==> src/hw/ccc_defs.vh <==
// Constants for the configuration and cache-control register.
// Assumes inclusion by bare name from design files under hw/.
`ifndef CCC_DEFS_VH
`define CCC_DEFS_VH
`define CCC_REG_NUM       5'h10
`define CCC_RESET_VAL     32'h0000_0000
`define CCC_WR_MASK       32'h0fff_ffff
`define CCC_BIT_GRANT     18
`define CCC_BIT_IE0       17
`define CCC_BIT_IE1       16
`define CCC_IS_HI         15
`define CCC_IS_LO         14
`define CCC_BIT_DE0       13
`define CCC_BIT_DE1       12
`define CCC_DS_HI         11
`define CCC_DS_LO         10
`define CCC_BIT_INPAGE_WRITE_EN      9
`define CCC_IPWS_HI       8
`define CCC_IPWS_LO       7
`define CCC_BIT_TE        6
`define CCC_BIT_WB        5
`define CCC_BIT_SR0       4
`define CCC_BIT_SR1       3
`define CCC_BIT_ISC       2
`define CCC_BIT_TAG       1
`define CCC_BIT_INV       0
`define CCC_SIZE_1K       2'h0
`define CCC_SIZE_2K       2'h1
`define CCC_SIZE_4K       2'h2
`define CCC_SIZE_8K       2'h3
`endif

==> src/hw/ccc_config_reg.v <==
// Configuration and cache-control register of the system coprocessor.
// Assumes move-to/move-from strobes are synchronous to sys_clk.
// Functional notes
// RL1: Register is coprocessor register number 16.
// RL2: Reset clears all bits to zero.
// RL3: Bit 18 gates external bus-master grant.
// RL4: Bits 17,16 enable icache sets 0,1.
// RL5: Bits 15:14 select icache set size.
// RL6: Bits 13,12 enable dcache sets 0,1.
// RL7: Bits 11:10 select dcache set size.
// RL8: Bit 9 enables in-page write.
// RL9: Bits 8:7 select in-page write size.
// RL10: Bit 6 enables TLB translation.
// RL11: Bit 5 selects unmapped writeback policy.
// RL12: Bits 4,3 select dcache scratchpad mode.
// RL13: Bit 2 isolates cache from memory.
// RL14: Bit 1 routes accesses to tag RAMs.
// RL15: Bit 0 enables cache invalidate mode.
// RL16: Software invalidates all tags before enabling.
// RL17: Bits 31:28 read zero; 27:19 plain storage.
// RL18: Writes effective next cycle; reads current.
`default_nettype none
`include "ccc_defs.vh"
module ccc_config_reg (
  input  wire        sys_clk,
  input  wire        rst_n,
  input  wire        cop_wr_en,
  input  wire        cop_rd_en,
  input  wire [4:0]  cop_reg_num,
  input  wire [31:0] cop_wr_data,
  output reg  [31:0] cop_rd_data,
  input  wire        ext_master_req,
  output wire        ext_master_grant,
  output wire        ext_master_grant_en,
  output wire        icache_set0_en,
  output wire        icache_set1_en,
  output wire [1:0]  icache_set_size,
  output wire [3:0]  icache_size_sel,
  output wire        dcache_set0_en,
  output wire        dcache_set1_en,
  output wire [1:0]  dcache_set_size,
  output wire [3:0]  dcache_size_sel,
  output wire        inpage_write_en,
  output wire [1:0]  inpage_write_size,
  output wire [3:0]  inpage_size_sel,
  output wire        translation_en,
  output wire        unmapped_writeback_sel,
  output wire        dcache_set0_scratchpad,
  output wire        dcache_set1_scratchpad,
  output wire        cache_isolate,
  output wire        store_to_memory_en,
  output wire        tag_test_mode,
  output wire        cache_invalidate_mode
);
  reg  [31:0] config_cache_control_reg;
  wire [31:0] config_cache_control_next;
  wire        sel;

  assign sel = (cop_reg_num == `CCC_REG_NUM); // RL1
  // Reserved top bits never store, so they always read zero
  assign config_cache_control_next = (sel && cop_wr_en) ?
    (cop_wr_data & `CCC_WR_MASK) : config_cache_control_reg; // RL17

  always @(posedge sys_clk or negedge rst_n) begin
    if (!rst_n) begin
      config_cache_control_reg <= `CCC_RESET_VAL; // RL2
    end else begin
      config_cache_control_reg <= config_cache_control_next; // RL18
    end
  end

  // Read data is registered; non-selected reads return zero
  always @(posedge sys_clk or negedge rst_n) begin
    if (!rst_n) begin
      cop_rd_data <= 32'h0000_0000;
    end else if (cop_rd_en) begin
      cop_rd_data <= sel ? config_cache_control_reg : 32'h0000_0000; // RL18
    end
  end

  assign ext_master_grant_en =
    config_cache_control_reg[`CCC_BIT_GRANT]; // RL3
  assign ext_master_grant = ext_master_req & ext_master_grant_en; // RL3
  assign icache_set0_en = config_cache_control_reg[`CCC_BIT_IE0]; // RL4
  assign icache_set1_en = config_cache_control_reg[`CCC_BIT_IE1]; // RL4
  assign icache_set_size =
    config_cache_control_reg[`CCC_IS_HI:`CCC_IS_LO]; // RL5
  assign dcache_set0_en = config_cache_control_reg[`CCC_BIT_DE0]; // RL6
  assign dcache_set1_en = config_cache_control_reg[`CCC_BIT_DE1]; // RL6
  assign dcache_set_size =
    config_cache_control_reg[`CCC_DS_HI:`CCC_DS_LO]; // RL7
  assign inpage_write_en = config_cache_control_reg[`CCC_BIT_INPAGE_WRITE_EN]; // RL8
  assign inpage_write_size =
    config_cache_control_reg[`CCC_IPWS_HI:`CCC_IPWS_LO]; // RL9
  assign translation_en = config_cache_control_reg[`CCC_BIT_TE]; // RL10
  assign unmapped_writeback_sel =
    config_cache_control_reg[`CCC_BIT_WB]; // RL11
  assign dcache_set0_scratchpad =
    config_cache_control_reg[`CCC_BIT_SR0]; // RL12
  assign dcache_set1_scratchpad =
    config_cache_control_reg[`CCC_BIT_SR1]; // RL12
  assign cache_isolate = config_cache_control_reg[`CCC_BIT_ISC]; // RL13
  assign store_to_memory_en = ~cache_isolate; // RL13
  assign tag_test_mode = config_cache_control_reg[`CCC_BIT_TAG]; // RL14
  // Caches are off at reset; software must clear tags first
  assign cache_invalidate_mode =
    config_cache_control_reg[`CCC_BIT_INV]; // RL15

  ccc_size_dec u_isize (
    .size_code   (icache_set_size),
    .size_onehot (icache_size_sel)
  ); // RL5
  ccc_size_dec u_dsize (
    .size_code   (dcache_set_size),
    .size_onehot (dcache_size_sel)
  ); // RL7
  ccc_size_dec u_psize (
    .size_code   (inpage_write_size),
    .size_onehot (inpage_size_sel)
  ); // RL9
endmodule // ccc_config_reg
`default_nettype wire

==> src/hw/ccc_size_dec.v <==
// Decodes a two-bit size code into a one-hot size select.
// Assumes the code comes from registered state on sys_clk.
`default_nettype none
`include "ccc_defs.vh"
module ccc_size_dec (
  input  wire [1:0] size_code,
  output reg  [3:0] size_onehot
);
  always @* begin
    case (size_code)
      `CCC_SIZE_1K: size_onehot = 4'h1;
      `CCC_SIZE_2K: size_onehot = 4'h2;
      `CCC_SIZE_4K: size_onehot = 4'h4;
      `CCC_SIZE_8K: size_onehot = 4'h8;
      default:      size_onehot = 4'h1;
    endcase
  end
endmodule // ccc_size_dec
`default_nettype wire

==> config.mk <==
export PLATFORM = sky130hd
export DESIGN_NAME = ccc_config_reg
export DESIGN_NICKNAME = d
export VERILOG_FILES = /design/src/hw/ccc_config_reg.v /design/src/hw/ccc_size_dec.v
export VERILOG_INCLUDE_DIRS = /design/src /design/src/hw
export SDC_FILE = /design/constraint.sdc
export NUM_CORES = 1
export LEC_CHECK = 0
export ABC_AREA = 1
export BUFFER_PORTS_ARGS = -buffer_cell sky130_fd_sc_hd__buf_2
export CORE_AREA = 4 4 76 78
export CTS_CLUSTER_SIZE = 10
export DETAILED_ROUTE_END_ITERATION = 7
export DIE_AREA = 0 0 80 82
export PLACE_DENSITY = 0.82
export SYNTH_ARGS = -nofsm -noshare
export SYNTH_HDL_FRONTEND = slang
export SYNTH_SLANG_ARGS = --single-unit
==> constraint.sdc <==
create_clock -name sys_clk -period 1.8 [get_ports sys_clk]
set_clock_uncertainty 0.2 [all_clocks]
set_input_delay 0.36 -clock sys_clk [delete_from_list [all_inputs] [get_ports sys_clk]]
set_output_delay 0.36 -clock sys_clk [all_outputs]
set_load 0.03 [all_outputs]
==> results.md <==
- CTS clk-pin slew, worst paths: 90 ps
- Post-CTS Repair Setup Buffers: 0
- Sequential-to-total area share from yosys stat: a little under three fifths
- Pins over their slew limit: 0
- CP startpoint kind: register
- Synthesized area: 2530 µm²
- Hold Vio Cnt, Final: 0
- Drt wl/cell: 13.3 µm
- Period minus WS final: ~1700 ps
- Final core utilization: 61.0%
- Dpl ws: approximately 190 ps
- Gpl congestion: 0.773
- Synth area leader: dfrtp_1
- Drt drc: 0
- Synth top area share: 55.4%
- Count leader, synth: nand2_1
- Iter 0 DRT Violations: 119
- Largest net degree at the start of global routing: 57
- Maximum VDD drop: 0.486 mV
- Critical Path AT: 1160 ps
- Crit Reg-Reg Endpoint: cop_rd_data[8]$_DFFE_PN0P_
- Number of global-route vias before repair: between 1.5k and 2k
- GR Util All Layers: 18.6%
- Ys flop type: dfrtp_1
- Layout cells sized above 1: 31.8%
- Total gr overflow: 0
- Core Area: 5070 µm²
- Post-DP HPWL: 4050 µm
- CTS Hold Bufs: 1
- Critical Path Sink Type: primary output
- CTS tree: yes
- Lkg Pwr: 1.74 nW
- Via/cell ratio: 4.83
- Post-Synthesis Cells: approximately 280
- Syn avg cell area: ~9.0 µm²
- Hold_sp: cop_wr_data[3]
- Clk sink count: 56
- Num CTS Buffers: 5
- Post-synth EDFFs: 0
- Longest Clk Path Bufs: 2
- Cell row count: 26
- Ant diodes: 0
- Clock latency on the worst-skew pair: 300 ps
- H-tree levels: 2
- R2R depth: 2
- Io pins: ~110
- WS Path Type: reg -> out
- Die H: 82 µm
- Top post-synthesis cells by count: 88 x nand2_1, 56 x dfrtp_1, 39 x inv_1
- Top cells by area, synth: dfrtp_1 55%, nand2_1 13%, o22ai_1 6.9%
- Synth-to-Final Area Change: 22.3%
- Crit path max-delay cell type: dfrtp_1
- Max stage delay on crit path: 470 ps
- CP Max Fanout: 7
- Setup TNS: 0 ps
- Hold depth: 3
- Yosys warns: 0
- Root buffer cell: clkbuf_8
- Reg2Reg Setup Slack: 830 ps
- Routed WL: 5840 µm
- Critical Path RT: 1240 ps
- CTS resizes: 0
- Power density cells: 954 nW/µm²
- #FFs+latches synth: 56
- Final setup fails: 0
- Die area: 6560 µm²
- Die X: 80 µm
- Filler cells: 467
- Final period util: 95.4%
- Min Hold Slack: 80.0 ps
- Unrepaired setup endpoints after global routing: no
- Antenna viol nets, final: 0
- Status: completed
- Netlist cell types: 20
- WHS Endpoint: config_cache_control_reg[3]$_DFFE_PN0P_
- FMAX: about 580 MHz
- Via count: 2128
- Initial Util: roughly half
- Number of max-cap violations: 0
- Drt pass-1 iters: 4
- Number of port buffers: 98
- Worst path cell trace: inv_1 > nor2_1 > buf_2
- Slack of the critical path: 82.2 ps
- Antenna violations before repair: 0
- Total Nets Final: 412
- Hold crit path type: in -> reg
- Async set-reset flop share out of synthesis: 100%
- First-pass GRT wire length: ~9400 µm
- Crit Reg-Reg Startpoint: config_cache_control_reg[8]$_DFFE_PN0P_
==> layout make-up <==
class | count | area (µm²) | area share, %
multi-input cells | 163 | 787 | 25.4
inverters | 40 | 150 | 4.85
repair buffers | 104 | 576 | 18.6
well taps | 70 | 87.6 | 2.83
flip-flops and latches | 56 | 1400 | 45.3
clock inverters | 2 | 10.0 | 0.323
clock buffers | 6 | 82.6 | 2.67
==> worst max-delay path: cells and delay by family, from the launching register on <==
kind	cells	cell delay (ps)
DFF	1	470
buffers and inverters	2	280
and+or+nand+nor	1	100
==> through the flow <==
step / area [µm²] / power [mW] / instances
finish: 3090 / 2.95 / 441
detailed placement: 2990 / 2.29 / 432
global placement: 2990 / 2.27 / 432
global route: 3090 / 3.12 / 441
floorplan: 2540 / 2.06 / 284
CTS: 3090 / 2.98 / 441
==> cells in the final DEF (no fill, tap or decap) <==
master	instances
buf_12	3
buf_2	98
buf_4	2
clkbuf_8	6
clkinv_2	2
conb_1	4
dfrtp_1	56
dlygate4sd3_1	1
inv_1	39
inv_2	1
nand2_1	88
nand2_4	1
nand3_1	28
nand3_4	1
nand4_4	1
nor2_1	9
nor2_4	2
nor2_8	1
o22ai_1	28
==> layer usage <==
metal  share of wire (%)  vias up  track usage [%]
met4                 1.3        0             6.25
li1                    -     1047                -
met1                  40     1001             22.3
met5                   0        -                0
met3                 6.0        8             3.07
met2                  53       72             33.8
==> where the power goes <==
group / switching, mW / leakage (nW) / internal [mW]
clock network: 0.382 / 0.0510 / 0.308
logic: 0.538 / 0.935 / 0.229
registers: 0.114 / 0.754 / 1.38
==> cell families (layout without fill, tap and decap cells) <==
group           count (synthesis)  after routing  share of synthesized area, %
compound gates                 28             28                          6.92
buf+inv                        65            152                          13.9
flops                          56             56                          55.4
other cells                     1              4                         0.148
simple gates                  131            131                          23.6
==> how the worst max path moves through the flow <==
| stage | start | end | slack [ps] | depth (start not counted) |
|---|---|---|---|---|
| 2_1_floorplan | config_cache_control_reg[10]$_DFFE_PN0P_ | dcache_size_sel[1] | 380 | 2 |
| 3_3_place_gp | cop_reg_num[3] | config_cache_control_reg[10]$_DFFE_PN0P_ | 220 | 6 |
| 3_5_place_dp | cop_reg_num[1] | config_cache_control_reg[24]$_DFFE_PN0P_ | 190 | 6 |
| 4_1_cts | config_cache_control_reg[7]$_DFFE_PN0P_ | inpage_size_sel[1] | 90 | 3 |
| 5_1_grt | config_cache_control_reg[7]$_DFFE_PN0P_ | inpage_size_sel[1] | 30 | 3 |
| 6_report | config_cache_control_reg[7]$_DFFE_PN0P_ | inpage_size_sel[1] | 80 | 3 |
Power figures use the tool's default switching activity.
